[src/pkg/sem_regs.vh]
// constants for the seat-end message handler
`ifndef SEM_REGS_VH
`define SEM_REGS_VH

// framing
`define SEM_PROTO            8'h01
`define SEM_CMD              8'hf4
`define SEM_LEN_SHORT        8'h03
`define SEM_LEN_ONE          8'h04
`define SEM_LEN_SEAT         8'h06
`define SEM_LEN_NAV          8'h21
`define SEM_SPACE            8'h20

// sub-command codes
`define SEM_DISPLAY_OFF_CODE 24'h545658
`define SEM_VOLUME_UP_CODE   24'h564f55
`define SEM_VOLUME_DOWN_CODE 24'h564f44
`define SEM_PLAY_PAUSE_CODE  24'h505054
`define SEM_CHANNEL_UP_CODE  24'h434855
`define SEM_CHANNEL_DOWN_CODE 24'h434644
`define SEM_ATTN_CALL_CODE   24'h464143
`define SEM_ATTN_CANCEL_CODE 24'h464343
`define SEM_NAV_INFO_CODE    24'h414e4a
`define SEM_ALL_ON_CODE      24'h414c4f
`define SEM_ALL_OFF_CODE     24'h414c58
`define SEM_SYS_MODE_CODE    24'h49534d
`define SEM_SEAT_QUERY_CODE  24'h534e52
`define SEM_SEAT_ANSWER_CODE 24'h534e53
`define SEM_SMOKE_CODE       24'h534d44

// system modes, remaining-time limit and smoke white light level
`define SEM_MODE_IDLE        3'h0
`define SEM_MODE_DECOMPRESSION_MODE      3'h3
`define SEM_MODE_UNKNOWN     3'h4
`define SEM_REMAIN_MAX       32'h00000800
`define SEM_LIGHT_WHITE      8'hff

// timing
`define SEM_REPEAT_MS        100
`define SEM_CLK_PERIOD_NS    5
`define SEM_REPEAT_CYCLES    ((`SEM_REPEAT_MS * 1000000) / `SEM_CLK_PERIOD_NS)

// register offsets and fields
`define SEM_CTRL             12'h000
`define SEM_STATUS           12'h004
`define SEM_SEAT             12'h008
`define SEM_VOLUME           12'h00c
`define SEM_REMAIN           12'h010
`define SEM_NAV_COUNT        12'h014
`define SEM_DROP_COUNT       12'h018
`define SEM_NAV_BASE         12'h100
`define SEM_NAV_BYTES        6'h1e
`define SEM_CTRL_QUERY       0
`define SEM_CTRL_LEVEL_LSB   8
`define SEM_RESET_LEVEL      8'h80

`endif

[src/design/sem_nav_mem.v]
// byte store for the navigation frame payload
`timescale 1ns/10ps
module sem_nav_mem #(
   parameter AW = 6,
   parameter DW = 8
) (
   // clock
   input  wire          pclk,
   // write side
   input  wire          we,
   input  wire [AW-1:0] waddr,
   input  wire [DW-1:0] wdata,
   // read side
   input  wire [AW-1:0] raddr,
   output reg  [DW-1:0] rdata
);

   reg [DW-1:0] mem [0:(1<<AW)-1];

   always @(posedge pclk) begin
      if (we) begin
         mem[waddr] <= wdata;
      end
      rdata <= mem[raddr];
   end

endmodule

[src/design/sem_handler.v]
// seat-end message encoder and decoder with apb registers
`timescale 1ns/10ps
`include "sem_regs.vh"
module sem_handler #(
   parameter REPEAT_CYCLES = `SEM_REPEAT_CYCLES,
   parameter [7:0] VOL_MAX = 8'h0f
) (
   // apb
   input  wire        pclk,
   input  wire        presetn,
   input  wire        psel,
   input  wire        penable,
   input  wire        pwrite,
   input  wire [11:0] paddr,
   input  wire [31:0] pwdata,
   output reg  [31:0] prdata,
   output reg         pready,
   output reg         pslverr,
   // passenger buttons, high while pressed
   input  wire        btn_display_off,
   input  wire        btn_blackout,
   input  wire        btn_all_off,
   input  wire        btn_all_on,
   input  wire        btn_volume_up,
   input  wire        btn_volume_down,
   input  wire        btn_play_pause,
   input  wire        btn_channel_up,
   input  wire        btn_channel_down,
   // outgoing byte stream
   output reg         tx_valid,
   output reg  [7:0]  tx_data,
   output reg         tx_last,
   input  wire        tx_ready,
   // incoming byte stream
   input  wire        rx_valid,
   input  wire [7:0]  rx_data,
   input  wire        rx_last,
   // seat outputs
   output reg         attendant_lamp,
   output reg         backlight_on,
   output reg         smoke_active,
   output reg  [7:0]  light_level,
   output reg  [2:0]  system_mode
);

   localparam K_DOFF = 0;
   localparam K_VUP  = 1;
   localparam K_VDN  = 2;
   localparam K_PPT  = 3;
   localparam K_CHU  = 4;
   localparam K_CHD  = 5;
   localparam K_ALO  = 6;
   localparam K_ALX  = 7;
   localparam K_SNR  = 8;
   localparam NK     = 9;

   ////////////////////////////////////////////////////////////////////////////
   // buttons and message requests

   wire [8:0] btn = {btn_channel_down, btn_channel_up, btn_play_pause,
                     btn_volume_down, btn_volume_up, btn_all_on,
                     btn_all_off, btn_blackout, btn_display_off};
   reg  [8:0] btn_q;
   wire [8:0] press = btn & ~btn_q;
   wire [1:0] rep_fire;
   wire       query_wr;
   wire [NK-1:0] ev;
   reg  [NK-1:0] pend;
   wire [NK-1:0] sent;

   // edges only, so a held key asks once; held volume keys also repeat via rep_fire
   assign ev[K_DOFF] = press[0] | press[1] | press[2];
   assign ev[K_VUP]  = press[4] | rep_fire[0];
   assign ev[K_VDN]  = press[5] | rep_fire[1];
   assign ev[K_PPT]  = press[6];
   assign ev[K_CHU]  = press[7];
   assign ev[K_CHD]  = press[8];
   assign ev[K_ALO]  = press[3];
   assign ev[K_ALX]  = press[2];
   assign ev[K_SNR]  = query_wr;

   always @(posedge pclk or negedge presetn) begin
      if (!presetn) begin
         btn_q <= 9'h000;
         pend  <= 9'h000;
      end else begin
         btn_q <= btn;
         // a new request wins over the launch that clears it
         pend  <= (pend & ~sent) | ev;
      end
   end

   genvar g;
   generate
      for (g = 0; g < 2; g = g + 1) begin : rep
         reg [31:0] cnt;
         wire held = btn[4+g] & btn_q[4+g];
         assign rep_fire[g] = held && (cnt == REPEAT_CYCLES - 1);
         always @(posedge pclk or negedge presetn) begin
            if (!presetn) begin
               cnt <= 32'h00000000;
            end else if (!held || rep_fire[g]) begin
               cnt <= 32'h00000000;
            end else begin
               cnt <= cnt + 32'h00000001;
            end
         end
      end
   endgenerate

   // volume level kept here, clamped at both ends
   reg [7:0] volume;
   always @(posedge pclk or negedge presetn) begin
      if (!presetn) begin
         volume <= 8'h00;
      end else if (ev[K_VUP] && !ev[K_VDN] && volume != VOL_MAX) begin
         volume <= volume + 8'h01;
      end else if (ev[K_VDN] && !ev[K_VUP] && volume != 8'h00) begin
         volume <= volume - 8'h01;
      end
   end

   ////////////////////////////////////////////////////////////////////////////
   // transmit serialiser

   function [3:0] pick;
      input [NK-1:0] p;
      integer i;
      begin
         pick = 4'h0;
         for (i = NK - 1; i >= 0; i = i - 1) begin
            if (p[i]) begin
               pick = i[3:0];
            end
         end
      end
   endfunction

   function [23:0] code_of;
      input [3:0] k;
      begin
         case (k)
            4'h1: code_of = `SEM_VOLUME_UP_CODE;
            4'h2: code_of = `SEM_VOLUME_DOWN_CODE;
            4'h3: code_of = `SEM_PLAY_PAUSE_CODE;
            4'h4: code_of = `SEM_CHANNEL_UP_CODE;
            4'h5: code_of = `SEM_CHANNEL_DOWN_CODE;
            4'h6: code_of = `SEM_ALL_ON_CODE;
            4'h7: code_of = `SEM_ALL_OFF_CODE;
            4'h8: code_of = `SEM_SEAT_QUERY_CODE;
            default: code_of = `SEM_DISPLAY_OFF_CODE;
         endcase
      end
   endfunction

   reg  [2:0]  tx_idx;
   reg  [23:0] tx_code;
   wire [2:0]  next_tx_idx = tx_idx + 3'h1;
   wire [3:0]  tx_pick = pick(pend);
   wire        launch = !tx_valid && (|pend);
   reg  [7:0]  next_tx_data;

   assign sent = launch ? ({{(NK-1){1'b0}}, 1'b1} << tx_pick) : {NK{1'b0}};

   always @* begin
      case (next_tx_idx)
         3'h1: next_tx_data = `SEM_CMD;
         3'h2: next_tx_data = `SEM_LEN_SHORT;
         3'h3: next_tx_data = tx_code[23:16];
         3'h4: next_tx_data = tx_code[15:8];
         3'h5: next_tx_data = tx_code[7:0];
         default: next_tx_data = `SEM_PROTO;
      endcase
   end

   always @(posedge pclk or negedge presetn) begin
      if (!presetn) begin
         tx_valid <= 1'b0;
         tx_data  <= 8'h00;
         tx_last  <= 1'b0;
         tx_idx   <= 3'h0;
         tx_code  <= 24'h000000;
      end else if (launch) begin
         tx_valid <= 1'b1;
         tx_data  <= `SEM_PROTO;
         tx_last  <= 1'b0;
         tx_idx   <= 3'h0;
         tx_code  <= code_of(tx_pick);
      end else if (tx_valid && tx_ready) begin
         if (tx_last) begin
            tx_valid <= 1'b0;
            tx_last  <= 1'b0;
         end else begin
            tx_idx  <= next_tx_idx;
            tx_data <= next_tx_data;
            tx_last <= (next_tx_idx == 3'h5);
         end
      end
   end

   ////////////////////////////////////////////////////////////////////////////
   // receive parser

   reg  [5:0]  rx_idx;
   reg         rx_bad;
   reg         rx_bcd_bad;
   reg  [7:0]  rx_len;
   reg  [23:0] rx_code;
   reg  [7:0]  rx_p0;
   reg  [23:0] rx_seat;
   reg  [31:0] rx_remain;
   reg  [5:0]  rx_total;
   reg         rx_done;
   wire        digit_bad = (rx_data[3:0] > 4'h9) || (rx_data[7:4] > 4'h9);
   wire        mem_we = rx_valid && rx_idx >= 6'h06 && rx_idx < 6'h24;

   always @(posedge pclk or negedge presetn) begin
      if (!presetn) begin
         rx_idx     <= 6'h00;
         rx_bad     <= 1'b0;
         rx_bcd_bad <= 1'b0;
         rx_len     <= 8'h00;
         rx_code    <= 24'h000000;
         rx_p0      <= 8'h00;
         rx_seat    <= 24'h000000;
         rx_remain  <= 32'h00000000;
         rx_total   <= 6'h00;
         rx_done    <= 1'b0;
      end else begin
         rx_done <= rx_valid && rx_last;
         if (rx_valid) begin
            if (rx_last) begin
               rx_idx   <= 6'h00;
               rx_total <= rx_idx + 6'h01;
            end else if (rx_idx != 6'h3f) begin
               rx_idx <= rx_idx + 6'h01;
            end
            if (rx_idx == 6'h00) begin
               rx_bad     <= (rx_data != `SEM_PROTO);
               rx_bcd_bad <= 1'b0;
            end else if ((rx_idx == 6'h01 && rx_data != `SEM_CMD) || rx_idx == 6'h3f) begin
               rx_bad <= 1'b1;
            end
            if (rx_idx == 6'h02) begin
               rx_len <= rx_data;
            end
            if (rx_idx >= 6'h03 && rx_idx <= 6'h05) begin
               rx_code <= {rx_code[15:0], rx_data};
            end
            if (rx_idx == 6'h06) begin
               rx_p0 <= rx_data;
            end
            if (rx_idx >= 6'h06 && rx_idx <= 6'h08) begin
               rx_seat <= {rx_seat[15:0], rx_data};
            end
            // both 3-byte times sit at payload bytes 20 to 25
            if (rx_idx >= 6'h1a && rx_idx <= 6'h1f && digit_bad) begin
               rx_bcd_bad <= 1'b1;
            end
            if (rx_idx >= 6'h20 && rx_idx <= 6'h23) begin
               rx_remain <= {rx_remain[23:0], rx_data};
            end
         end
      end
   end

   // decode one cycle after the last byte
   wire frame_ok = rx_done && !rx_bad && rx_total >= 6'h06 &&
                   ({2'b00, rx_total} - 8'h03) == rx_len;
   wire short_ok = frame_ok && rx_len == `SEM_LEN_SHORT;
   wire one_ok   = frame_ok && rx_len == `SEM_LEN_ONE;
   wire got_call   = short_ok && rx_code == `SEM_ATTN_CALL_CODE;
   wire got_cancel = short_ok && rx_code == `SEM_ATTN_CANCEL_CODE;
   wire got_all_on = short_ok && rx_code == `SEM_ALL_ON_CODE;
   wire got_all_off = short_ok && rx_code == `SEM_ALL_OFF_CODE;
   wire got_mode  = one_ok && rx_code == `SEM_SYS_MODE_CODE &&
                    rx_p0 <= {5'h00, `SEM_MODE_UNKNOWN};
   wire got_smoke = one_ok && rx_code == `SEM_SMOKE_CODE && rx_p0 <= 8'h01;
   wire got_seat  = frame_ok && rx_len == `SEM_LEN_SEAT &&
                    rx_code == `SEM_SEAT_ANSWER_CODE;
   wire got_nav   = frame_ok && rx_len == `SEM_LEN_NAV &&
                    rx_code == `SEM_NAV_INFO_CODE && !rx_bcd_bad &&
                    rx_remain <= `SEM_REMAIN_MAX;
   wire got_any   = got_call | got_cancel | got_all_on | got_all_off |
                    got_mode | got_smoke | got_seat | got_nav;

   ////////////////////////////////////////////////////////////////////////////
   // seat state

   reg [7:0]  pass_level;
   reg [23:0] seat_number;
   reg [15:0] remain_min;
   reg        nav_valid;
   reg [15:0] nav_count;
   reg [15:0] drop_count;

   always @(posedge pclk or negedge presetn) begin
      if (!presetn) begin
         attendant_lamp <= 1'b0;
         backlight_on   <= 1'b1;
         smoke_active   <= 1'b0;
         light_level    <= `SEM_RESET_LEVEL;
         system_mode    <= `SEM_MODE_UNKNOWN;
         seat_number    <= 24'h000000;
         remain_min     <= 16'h0000;
         nav_valid      <= 1'b0;
         nav_count      <= 16'h0000;
         drop_count     <= 16'h0000;
      end else begin
         if (got_call) begin
            attendant_lamp <= 1'b1;
         end else if (got_cancel) begin
            attendant_lamp <= 1'b0;
         end
         if (got_all_on) begin
            backlight_on <= 1'b1;
         end else if (got_all_off) begin
            backlight_on <= 1'b0;
         end
         if (got_smoke) begin
            smoke_active <= rx_p0[0];
         end
         // white overrides; passenger level returns once smoke clears
         light_level <= smoke_active ? `SEM_LIGHT_WHITE : pass_level;
         if (got_mode) begin
            system_mode <= rx_p0[2:0];
         end
         if (got_seat) begin
            seat_number <= rx_seat;
         end
         if (got_nav) begin
            remain_min <= rx_remain[15:0];
            nav_valid  <= 1'b1;
            nav_count  <= nav_count + 16'h0001;
         end
         if (rx_done && !got_any) begin
            drop_count <= drop_count + 16'h0001;
         end
      end
   end

   ////////////////////////////////////////////////////////////////////////////
   // apb slave, one wait state on every access

   wire        acc = psel && penable && !pready;
   wire        wr  = psel && penable && pready && pwrite;
   // a literal cannot be part-selected, so the base goes through a named constant
   localparam [11:0] NAV_BASE = `SEM_NAV_BASE;
   wire        in_nav = paddr[11:8] == NAV_BASE[11:8] &&
                        paddr[7:2] < `SEM_NAV_BYTES;
   wire [7:0]  nav_rdata;
   reg  [31:0] rd_word;
   reg         mapped;

   assign query_wr = wr && paddr == `SEM_CTRL && pwdata[`SEM_CTRL_QUERY];

   sem_nav_mem #(
      .AW (6),
      .DW (8)
   ) u_nav_mem (
      .pclk  (pclk),
      .we    (mem_we),
      .waddr (rx_idx - 6'h06),
      .wdata (rx_data),
      .raddr (paddr[7:2]),
      .rdata (nav_rdata)
   );

   always @* begin
      rd_word = 32'h00000000;
      mapped  = 1'b1;
      if (paddr[1:0] != 2'b00) begin
         mapped = 1'b0;
      end else if (in_nav) begin
         rd_word = {24'h000000, nav_rdata};
      end else begin
         case (paddr)
            `SEM_CTRL:       rd_word = {16'h0000, pass_level, 8'h00};
            `SEM_STATUS:     rd_word = {24'h000000, tx_valid, nav_valid, system_mode,
                                        smoke_active, backlight_on, attendant_lamp};
            `SEM_SEAT:       rd_word = {8'h00, seat_number};
            `SEM_VOLUME:     rd_word = {24'h000000, volume};
            `SEM_REMAIN:     rd_word = {16'h0000, remain_min};
            `SEM_NAV_COUNT:  rd_word = {16'h0000, nav_count};
            `SEM_DROP_COUNT: rd_word = {16'h0000, drop_count};
            default:         mapped  = 1'b0;
         endcase
      end
   end

   always @(posedge pclk or negedge presetn) begin
      if (!presetn) begin
         pready     <= 1'b0;
         pslverr    <= 1'b0;
         prdata     <= 32'h00000000;
         pass_level <= `SEM_RESET_LEVEL;
      end else begin
         pready  <= acc;
         pslverr <= acc && !mapped;
         if (acc && !pwrite) begin
            prdata <= mapped ? rd_word : 32'h00000000;
         end
         if (wr && paddr == `SEM_CTRL) begin
            pass_level <= pwdata[`SEM_CTRL_LEVEL_LSB +: 8];
         end
      end
   end

endmodule

[config.mk]
export PLATFORM = sky130hd
export DESIGN_NAME = sem_handler
export DESIGN_NICKNAME = d
export VERILOG_FILES = /design/src/design/sem_nav_mem.v /design/src/design/sem_handler.v
export VERILOG_INCLUDE_DIRS = /design/src /design/src/pkg
export SDC_FILE = /design/constraint.sdc
export NUM_CORES = 1
export LEC_CHECK = 0
export BUFFER_PORTS_ARGS = -buffer_cell sky130_fd_sc_hd__buf_2
export CAP_MARGIN = 30
export CORE_MARGIN = 2
export CORE_UTILIZATION = 47
export DETAILED_ROUTE_END_ITERATION = 16
export PLACE_DENSITY_LB_ADDON = 0.08
export SYNTH_ARGS = -nofsm -noshare
export SYNTH_HDL_FRONTEND = slang
export SYNTH_SLANG_ARGS = --single-unit
[constraint.sdc]
create_clock -name pclk -period 5.3 [get_ports pclk]
set_clock_uncertainty 0.05 [all_clocks]
set_input_delay 1.325 -clock pclk [delete_from_list [all_inputs] [get_ports pclk]]
set_output_delay 1.325 -clock pclk [all_outputs]
set_load 0.02 [all_outputs]
==> results of run 1 <==
## worst max-delay path, delay by kind of cell, from the launching register on
| family | cells | cell delay, ns |
|---|---|---|
| flops | 1 | 0.41 |
| mux | 1 | 0.14 |
| compound gates | 6 | 1.83 |
| fa+ha+maj | 1 | 0.35 |
| xor+xnor | 1 | 0.16 |
| simple gates | 4 | 1.20 |
## cells in the final DEF, fill, tap and decap left out, types with 26 or more instances in the layout
| master | instances |
|---|---|
| xnor2_1 | 51 |
| buf_4 | 45 |
| conb_1 | 280 |
| nor4_1 | 31 |
| nand2_1 | 143 |
| ha_1 | 26 |
| a21oi_1 | 28 |
| inv_1 | 41 |
| buf_2 | 91 |
| edfxtp_1 | 512 |
| nand4_1 | 30 |
| nor2_1 | 152 |
| nand3_1 | 53 |
| dfrtp_1 | 345 |
| mux2_2 | 137 |
| xor2_1 | 52 |
| o21ai_0 | 69 |
| mux4_2 | 168 |
| clkbuf_16 | 94 |
## state kept, by name, summed over array words and instances (netlist names), 6 cells and up
signal	cells
remain_min	16
rx_idx	6
btn_q	9
rx_remain	32
tx_code	15
rx_code	24
drop_count	16
rx_total	6
pend	9
u_nav_mem.rdata	8
prdata	24
rx_p0	8
nav_count	16
light_level	8
pass_level	8
volume	8
seat_number	24
rx_seat	24
rep.cnt	64
tx_data	7
u_nav_mem.mem	512
rx_len	8
## per-layer routing
layer | global-route usage | routed length, um | vias to the layer above
met4 | 0.0668 | 2380 | 0
met3 | 0.0317 | 3320 | 138
met5 | 0 | 0 | -
li1 | - | - | 9227
met1 | 0.264 | 32700 | 10400
met2 | 0.335 | 38100 | 406
## metrics by stage
stage / instance area, um2 / hold slack [ns] / power, W / utilization / worst slack [ns]
after floorplan: 37200 / 0.350 / 0.00926 / - / 1.52
after global placement: 38900 / 0.362 / 0.00980 / 0.511 / 1.00
after detailed placement: 39000 / 0.369 / 0.00987 / 0.513 / 0.924
after CTS: 42000 / 0.368 / 0.0163 / 0.552 / 1.05
after global routing: 42100 / 0.388 / 0.0168 / 0.553 / 0.859
final: 42100 / 0.364 / 0.0161 / 0.554 / 1.08
## layout make-up
type                            instances  area (um2)  area share
Timing Repair Buffer                  147        1010      0.0240
Clock inverter                         37         430      0.0102
Clock buffer                          131        2610      0.0619
Sequential cell                       869       24300       0.576
Multi-Input combinational cell       1519       12300       0.293
Antenna cell                            2        5.00    0.000119
Inverter                               41         154     0.00365
Tap cell                             1030        1290      0.0306
## logic make-up (layout without fill, tap and decap cells)
family | after synthesis | in the layout | synth area share
DFF | 869 | 869 | 0.671
and+or+nand+nor | 565 | 565 | 0.0805
muxes | 339 | 339 | 0.158
AOI/OAI and AO/OA | 205 | 205 | 0.0388
buffers and inverters | 144 | 356 | 0.0169
xor gates and xnor gates | 103 | 103 | 0.0250
adders and majority gates | 27 | 27 | 0.00955
other | 1 | 282 | 0.000104
## synthesized netlist by cell type, types with 5 or more instances
cell / n / area share
and3_1: 20 / 0.0035
nand2b_1: 8 / 0.0014
inv_1: 41 / 0.0043
nor4b_1: 11 / 0.0027
nand3_1: 53 / 0.0073
buf_2: 19 / 0.0026
mux2_2: 137 / 0.043
a22o_1: 21 / 0.0051
xnor2_1: 51 / 0.012
mux2i_1: 19 / 0.0053
o22ai_1: 6 / 0.0010
o31ai_1: 7 / 0.0015
mux2_1: 9 / 0.0028
ha_1: 26 / 0.0090
a221oi_1: 20 / 0.0048
nor4_1: 31 / 0.0054
or4_1: 7 / 0.0015
nor3_1: 20 / 0.0028
clkbuf_1: 62 / 0.0064
dfxtp_1: 8 / 0.0044
a21oi_1: 28 / 0.0039
nand2_1: 143 / 0.015
a22oi_1: 9 / 0.0019
nor2_1: 152 / 0.016
o21a_1: 5 / 0.0010
o21ai_0: 69 / 0.0096
mux2_4: 6 / 0.0025
edfxtp_1: 512 / 0.43
or3_1: 14 / 0.0024
xor2_1: 52 / 0.013
mux4_2: 168 / 0.10
nand4_1: 30 / 0.0052
nand3b_1: 5 / 0.0010
buf_4: 10 / 0.0021
dfrtp_1: 345 / 0.24
buf_1: 11 / 0.0011
nor2b_1: 20 / 0.0035
a31oi_1: 7 / 0.0012
or2_2: 12 / 0.0021
## power breakdown
group          leakage, nW  switching (W)  internal [W]
Combinational         5.62       0.000918      0.000786
Sequential            9.53       0.000385       0.00766
Clock                 1.49        0.00262       0.00377
Total                 16.6        0.00392        0.0122
## worst paths after layout
check / slack [ns] / endpoint / from / cells past startpoint
max in group asynchronous: 3.48 / prdata[1]$_DFFE_PN0P_ / presetn / 2
max: 1.08 / volume[7]$_DFFE_PN0P_ / rep[0].cnt[19]$_DFF_PN0_ / 13
min reg2reg: 0.36 / pend[6]$_DFF_PN0_ / btn_q[3]$_DFF_PN0_ / 1
min in group asynchronous: 0.64 / rep[0].cnt[26]$_DFF_PN0_ / presetn / 1
min: 0.36 / pend[6]$_DFF_PN0_ / btn_q[3]$_DFF_PN0_ / 1
max reg2reg: 1.08 / volume[7]$_DFFE_PN0P_ / rep[0].cnt[19]$_DFF_PN0_ / 13
==> impl_metrics.csv, run 1 <==
group,metric,value,unit
finish,drive_gt1_frac,0.228,
power_and_ir_drop,vdd_drop_max,266,uV
floorplanning,ios,127,
power_and_ir_drop,leakagePower,16.6,nW
floorplanning,dieArea,0.0792,mm2
cts,htree_levels,3,
routing,first_pass_iters,5,
critical_path,crit_path_max_incr_delay,0.53,ns
cts,clkLatencyLatePin,0.65,ns
finish,fillers,6310,
timing,finalSetupViolations,0,
logic_synthesis,syn_area_per_cell,16.0,um2
timing,rsz0062_at_grt,"false",
finish,stdcell_count,3776,
cts,postCtsSetupRepairBufs,0,
logic_synthesis,ys.flop_type,"edfxtp_1",
critical_path,crit_slowest_cell,"or4_1",
routing,drt-total-wl,76.4,mm
outcome,status,"complete, no violations",
routing,drt-initial-drc-count,1550,
timing,setup-tns-final,0,ns
routing,viasPerCell,5.34,
cts,clk_pin_slew,0.06,ns
global_route,grt_pass1_vias,20800,
logic_synthesis,async_flop_share,0.402,
worst_hold_path,hp-class,"register to register",
place,place_congestion,0.840,
timing,final_max_slew_viol_count,0,
critical_path,cp_max_fo,9,
routing,drc_errors,0,
global_route,grt_usage,0.198,
global_route,grt_max_degree,95,
finish,syn_to_final_growth,16.5,%
logic_synthesis,synth-edff-count,512,
cts,cts_root_buf,"clkbuf_16",
critical_path,startpoint_type,"register",
job,drv_cap,0,
power_and_ir_drop,power_density,383,mW/mm2
critical_path,required,5.78,ns
floorplanning,die_w,281,um
global_route,grt-ovfl-total,0,
cts,cts_num_sinks,869,
cts,numCtsBuffers,92,
place,placed_cells,3601,
critical_path,critPathKind,"register to register",
floorplanning,fp.dieH,281,um
cts,cts_tree,"yes",
logic_synthesis,synth_seq_cells,869,
floorplanning,num_rows,101,
floorplanning,coreArea,0.0761,mm2
global_route,antenna_found_initial,1,
cts,cts_resized,0,
logic_synthesis,synth_cells,2253,
place,post-dp-hpwl,48.5,mm
logic_synthesis,synth_area,0.0362,mm2
routing,wl_per_cell,20.2,um
routing,via_count,20200,
critical_path,cp_cell_sequence,"or4_1 -> or3_1 -> o41ai_2 -> nand2_1 -> a221o_1 -> ha_1 -> a21o_1 -> a21oi_1 -> nor2b_1 -> o21a_1 -> o41a_1 -> mux2i_1 -> xor2_1",
routing,postRouteAntennaNets,0,
timing,hold_viol,0,
cts,holdBufCountCts,0,
critical_path,critPathCaptureType,"register",
cts,cts_max_path_buffers,3,
global_route,grt_pass1_wl,120,mm
timing,max_freq,237,MHz
logic_synthesis,synth-seq-area-share,0.671,
logic_synthesis,yosys_warnings,0,
critical_path,arrival,4.70,ns
logic_synthesis,synth.distinct_cells,79,
timing,relSlewSlack,0.300,
finish,nets,2766,
timing,finalWorstPathRequiredPeriod,4.22,ns
place,numPortBuffers,95,
timing,period_share,0.796,
floorplanning,start_util,0.475,
timing,tightest_slew,1.05,ns
Power figures use the tool's default switching activity.
==> run 2, diff against run 1 <==
==> constraint.sdc (replaced) <==
create_clock -name pclk -period 3.5 [get_ports pclk]
set_clock_uncertainty 0.05 [all_clocks]
set_input_delay 0.875 -clock pclk [delete_from_list [all_inputs] [get_ports pclk]]
set_output_delay 0.875 -clock pclk [all_outputs]
set_load 0.02 [all_outputs]
==> run 2 against run 1 <==
Critical endpoint unchanged. Sequential share of layout area is 0.78 points lower. The flow now finishes with violations (setup timing). Largest cell class unchanged. Final area is 1.4% higher. Fmax rose by 16%. Worst hold slack worse by 0.23 ns.
==> impl_metrics.csv, run 2 (synthesized netlist as in run 1, its figures left out) <==
group,metric,value,unit
outcome,status,"complete, but fails checks",
outcome,failed_checks,"setup timing",
floorplanning,die_w,281,um
place,numPortBuffers,95,
timing,fin_ws,-0.130,ns
place,place_congestion,0.847,
power_and_ir_drop,vdd_drop_max,460,uV
critical_path,reg2regPathDepth,12,
global_route,grt_pass1_wl,122,mm
critical_path,critPathCaptureType,"register",
routing,first_pass_iters,5,
floorplanning,coreArea,0.0761,mm2
timing,final_max_slew_viol_count,0,
floorplanning,fp.dieH,281,um
worst_hold_path,hp-class,"primary input to async pin",
floorplanning,num_rows,101,
finish,design_area,0.0427,mm2
power_and_ir_drop,p_total,0.0244,W
critical_path,worstSetupPathDepth,12,
critical_path,rr_startpoint,"rep[0].cnt[19]$_DFF_PN0_",
finish,final_common_cell,"edfxtp_1",
floorplanning,dieArea,0.0792,mm2
critical_path,cp_cell_sequence,"or4_1 -> or3_4 -> o41ai_4 -> nand2_2 -> a221o_2 -> buf_6 -> ha_1 -> nor2b_1 -> o21a_1 -> o41a_1 -> mux2i_1 -> xor2_1",
critical_path,critical_path.top_delay_family,"simple AND/OR/NAND/NOR gates",
floorplanning,start_util,0.475,
place,placed_cells,3681,
finish,syn_to_final_growth,18.1,%
finish,regMostFlops,"u_nav_mem.mem",
routing,drc_errors,0,
finish,final_cell_mix,"512 x edfxtp_1, 345 x dfrtp_1, 280 x conb_1",
finish,largest_reg_flops,512,
routing,via_count,20500,
place,dp_worst_setup_slack,-0.217,ns
critical_path,arrival,4.14,ns
power_and_ir_drop,power_density,572,mW/mm2
timing,period_share,1.04,
cts,clkLatencyLatePin,0.64,ns
critical_path,startpoint_type,"register",
critical_path,crit_slowest_cell,"or4_1",
global_route,grt_max_degree,82,
cts,cts_root_buf,"clkbuf_16",
critical_path,cp_max_fo,6,
finish,drive_gt1_frac,0.253,
timing,finalWorstPathRequiredPeriod,3.63,ns
cts,holdBufCountCts,0,
timing,finalSetupViolations,3,
timing,relSlewSlack,0.312,
critical_path,rr_endpoint,"volume[7]$_DFFE_PN0P_",
routing,wl_per_cell,20.3,um
place,post-dp-hpwl,51.0,mm
cts,numCtsBuffers,94,
timing,rsz0062_at_grt,"true",
global_route,grt-ovfl-total,0,
routing,drt-initial-drc-count,1469,
routing,drt-total-wl,78.3,mm
global_route,grt_usage,0.203,
global_route,antenna_found_initial,2,
global_route,grt_pass1_vias,21000,
timing,tightest_slew,1.03,ns
power_and_ir_drop,leakagePower,17.0,nW
timing,hold_viol,0,
finish,nets,2846,
timing,max_freq,275,MHz
job,drv_cap,0,
cts,htree_levels,3,
cts,cts_tree,"yes",
cts,cts_max_path_buffers,3,
critical_path,reg2reg_slack,-0.13,ns
critical_path,required,4.01,ns
place,placed_cell_area,0.0397,mm2
timing,timing.hold.ws,0.132,ns
routing,postRouteAntennaNets,0,
cts,cts_num_sinks,869,
floorplanning,ios,127,
cts,clk_pin_slew,0.06,ns
critical_path,critPathKind,"register to register",
finish,stdcell_count,3859,
routing,viasPerCell,5.30,
finish,largestRegisters,"u_nav_mem.mem x512, rep.cnt x64, rx_remain x32",
critical_path,cp_num_buf_inv,1,
critical_path,crit_path_max_incr_delay,0.53,ns
## run 2: cell count changes in the layout (fill, tap and decap cells not counted), moves of 2 or more
cell	change
buf_4	+75
buf_12	+6
clkinv_1	+6
buf_16	-3
bufinv_16	-3
clkinv_2	+3
a21oi_1	-2
a21oi_2	+2
clkbuf_16	+2
clkinv_16	-2
inv_6	+2
## run 2: power by group
part	leakage [nW]	internal, W	total, W	switching (W)
Combinational	6.04	0.00133	0.00280	0.00148
Clock	1.46	0.00553	0.00949	0.00396
Sequential	9.53	0.0116	0.0121	0.000541
Total	17.0	0.0185	0.0244	0.00597
## run 2: layout make-up
class                   count  area [um2]
clock inverters            43         328
flip-flops and latches    869       24300
fillers                  6215       33400
clock buffers             130        2630
diodes                      2        5.00
inverters                  41         154
multi-input cells        1519       12400
repair buffers            225        1610
well taps                1030        1290
## run 2: routing by layer
layer	vias to the layer above	wire, um	track usage
met4	2	1790	0.0567
met2	415	39600	0.345
met5	-	13	0
met1	10500	33300	0.269
li1	9385	-	-
met3	120	3620	0.0359
## run 2: per-stage QoR
stage          utilization  setup TNS (ns)
2_1_floorplan            -        -0.00890
3_3_place_gp         0.521          -0.605
3_5_place_dp         0.521          -0.542
4_1_cts              0.561          -0.400
5_1_grt              0.561          -0.818
6_report             0.561          -0.288
## run 2: worst max-delay path by stage
stage                              from               endpoint  slack (ns)
4_1_cts        rep[0].cnt[19]$_DFF_PN0_  volume[7]$_DFFE_PN0P_       -0.17
6_report       rep[0].cnt[19]$_DFF_PN0_  volume[7]$_DFFE_PN0P_       -0.13
3_3_place_gp   rep[0].cnt[19]$_DFF_PN0_  volume[7]$_DFFE_PN0P_       -0.21
2_1_floorplan  rep[0].cnt[19]$_DFF_PN0_  volume[7]$_DFFE_PN0P_      -0.009
5_1_grt        rep[0].cnt[19]$_DFF_PN0_  volume[7]$_DFFE_PN0P_       -0.30
3_5_place_dp   rep[0].cnt[17]$_DFF_PN0_  volume[7]$_DFFE_PN0P_       -0.22
## run 2: repair_timing
action | CTS | global route
setup buffers | 2 | 1
endpoints found under the setup margin | 4 | 4
resized for setup | 5 | 4
pin swaps | 1 | 2
==> run 3, diff against run 2 <==
--- a/config.mk
+++ b/config.mk
@@ -12,6 +12,7 @@
 export CORE_UTILIZATION = 47
 export DETAILED_ROUTE_END_ITERATION = 16
 export PLACE_DENSITY_LB_ADDON = 0.08
+export SKIP_CTS_REPAIR_TIMING = 1
 export SYNTH_ARGS = -nofsm -noshare
 export SYNTH_HDL_FRONTEND = slang
 export SYNTH_SLANG_ARGS = --single-unit
==> run 3 against run 2 <==
The run still ends with setup timing left. Critical path type unchanged. Register-to-register slack hardly changed. Critical endpoint is now volume[6]$_DFFE_PN0P_. Largest cell class unchanged. Utilization about the same. Non-clock buffer count is 1 lower. Largest power group unchanged. Via count decreased by 0.39%.
==> impl_metrics.csv, run 3 (synthesized netlist as in run 1, its figures left out) <==
group,metric,value,unit
finish,syn_to_final_growth,18.1,%
power_and_ir_drop,power_switching,0.00598,W
finish,design_area,0.0427,mm2
cts,cts_max_path_buffers,3,
cts,htree_levels,3,
cts,cts_root_buf,"clkbuf_16",
finish,largest_reg_flops,512,
global_route,grt_pass1_vias,21000,
timing,max_freq,275,MHz
timing,period_share,1.04,
critical_path,reg2reg_slack,-0.13,ns
timing,fin_ws,-0.133,ns
timing,relSlewSlack,0.326,
place,placed_cells,3681,
floorplanning,die_w,281,um
critical_path,required,3.97,ns
critical_path,critPathCaptureType,"register",
power_and_ir_drop,combPwrFrac,0.115,
floorplanning,coreArea,0.0761,mm2
routing,drt-total-wl,78.4,mm
power_and_ir_drop,netSwitchingFraction,0.245,
routing,first_pass_iters,5,
routing,drt-initial-drc-count,1560,
place,numPortBuffers,95,
place,placed_cell_area,0.0397,mm2
finish,regMostFlops,"u_nav_mem.mem",
place,post-dp-hpwl,51.0,mm
cts,clk_pin_slew,0.06,ns
global_route,antenna_found_initial,2,
place,place_congestion,0.847,
timing,final_max_slew_viol_count,0,
power_and_ir_drop,leakagePower,17.0,nW
power_and_ir_drop,intPower,0.0185,W
critical_path,critPathKind,"register to register",
finish,final_cell_mix,"512 x edfxtp_1, 345 x dfrtp_1, 280 x conb_1",
critical_path,cp_max_fo,4,
job,drv_cap,0,
power_and_ir_drop,seq_power_share,0.497,
cts,clkLatencyLatePin,0.64,ns
global_route,grt_max_degree,82,
finish,final_common_cell,"edfxtp_1",
finish,nets,2845,
floorplanning,dieArea,0.0792,mm2
finish,largestRegisters,"u_nav_mem.mem x512, rep.cnt x64, rx_remain x32",
critical_path,rr_endpoint,"volume[6]$_DFFE_PN0P_",
global_route,grt_pass1_wl,122,mm
timing,hold_viol,0,
power_and_ir_drop,power_density,572,mW/mm2
routing,via_count,20400,
routing,viasPerCell,5.28,
floorplanning,num_rows,101,
timing,finalSetupViolations,3,
finish,fillers,6211,
routing,drc_errors,0,
cts,numCtsBuffers,94,
power_and_ir_drop,vdd_drop_max,460,uV
finish,drive_gt1_frac,0.253,
routing,wl_per_cell,20.3,um
timing,finalWorstPathRequiredPeriod,3.63,ns
outcome,failed_checks,"setup timing",
power_and_ir_drop,pwr-share-clk,0.388,
critical_path,rr_startpoint,"rep[0].cnt[19]$_DFF_PN0_",
worst_hold_path,hp-class,"primary input to async pin",
cts,cts_num_sinks,869,
outcome,status,"complete, but fails checks",
timing,rsz0062_at_grt,"true",
finish,stdcell_count,3858,
critical_path,startpoint_type,"register",
finish,utilization,0.561,
routing,postRouteAntennaNets,0,
global_route,grt_usage,0.203,
cts,cts_tree,"yes",
timing,tightest_slew,1.01,ns
global_route,grt-ovfl-total,0,
floorplanning,start_util,0.475,
critical_path,arrival,4.10,ns
floorplanning,fp.dieH,281,um
critical_path,reg2regPathDepth,13,
floorplanning,ios,127,
-- run 3: power groups by stage --
stage | registers [W] | logic [W] | clock network, W
finish | 0.0121 | 0.00280 | 0.00949
global route | 0.0122 | 0.00310 | 0.0102
CTS | 0.0121 | 0.00278 | 0.00974
detailed placement | 0.0123 | 0.00277 | 0
global placement | 0.0123 | 0.00271 | 0
floorplan | 0.0122 | 0.00186 | 0
-- run 3: area by class of cell --
type	count	area, um2	area share
Clock buffer	130	2630	0.0616
Multi-Input combinational cell	1519	12400	0.291
Clock inverter	43	328	0.00768
Inverter	41	154	0.00360
Antenna cell	2	5.00	0.000117
Sequential cell	869	24300	0.569
Timing Repair Buffer	224	1600	0.0375
Tap cell	1030	1290	0.0302
-- run 3: worst max path at each step --
stage                                   startpoint                     to  slack (ns)  cells past startpoint
after floorplan           rep[0].cnt[19]$_DFF_PN0_  volume[7]$_DFFE_PN0P_      -0.009                     13
after global placement    rep[0].cnt[19]$_DFF_PN0_  volume[7]$_DFFE_PN0P_       -0.21                     13
after detailed placement  rep[0].cnt[17]$_DFF_PN0_  volume[7]$_DFFE_PN0P_       -0.22                     12
after CTS                 rep[0].cnt[17]$_DFF_PN0_  volume[7]$_DFFE_PN0P_       -0.24                     12
after global routing      rep[0].cnt[19]$_DFF_PN0_  volume[7]$_DFFE_PN0P_       -0.30                     13
final                     rep[0].cnt[19]$_DFF_PN0_  volume[6]$_DFFE_PN0P_       -0.13                     13
-- run 3: metal layers --
metal	up-vias	wire length, um	global-route usage	part of all wire
met5	-	13	0	0.00017
met4	2	1810	0.0567	0.023
met3	122	3350	0.0359	0.043
met2	407	39500	0.345	0.50
met1	10500	33700	0.269	0.43
li1	9371	-	-	-
-- run 3: stage by stage --
| stage | setup TNS, ns | power (W) | worst slack, ns | hold slack (ns) |
|---|---|---|---|---|
| finish | -0.273 | 0.0244 | -0.133 | 0.128 |
| global route | -0.859 | 0.0255 | -0.297 | 0.159 |
| CTS | -0.646 | 0.0247 | -0.243 | 0.136 |
| detailed placement | -0.542 | 0.0151 | -0.217 | 0.371 |
| global placement | -0.605 | 0.0150 | -0.206 | 0.362 |
| floorplan | -0.00890 | 0.0140 | -0.00890 | 0.350 |
-- run 3: critical path, stage by stage, from the launching register on --
cell,delay [ns]
dfrtp_1,0.38
or4_1,0.53
or3_4,0.35
o41ai_4,0.24
nand2_2,0.15
a221o_2,0.39
buf_4,0.16
fa_2,0.34
a21o_1,0.18
a21oi_2,0.15
o21bai_1,0.08
a21oi_1,0.17
xnor2_1,0.09
mux2_4,0.26
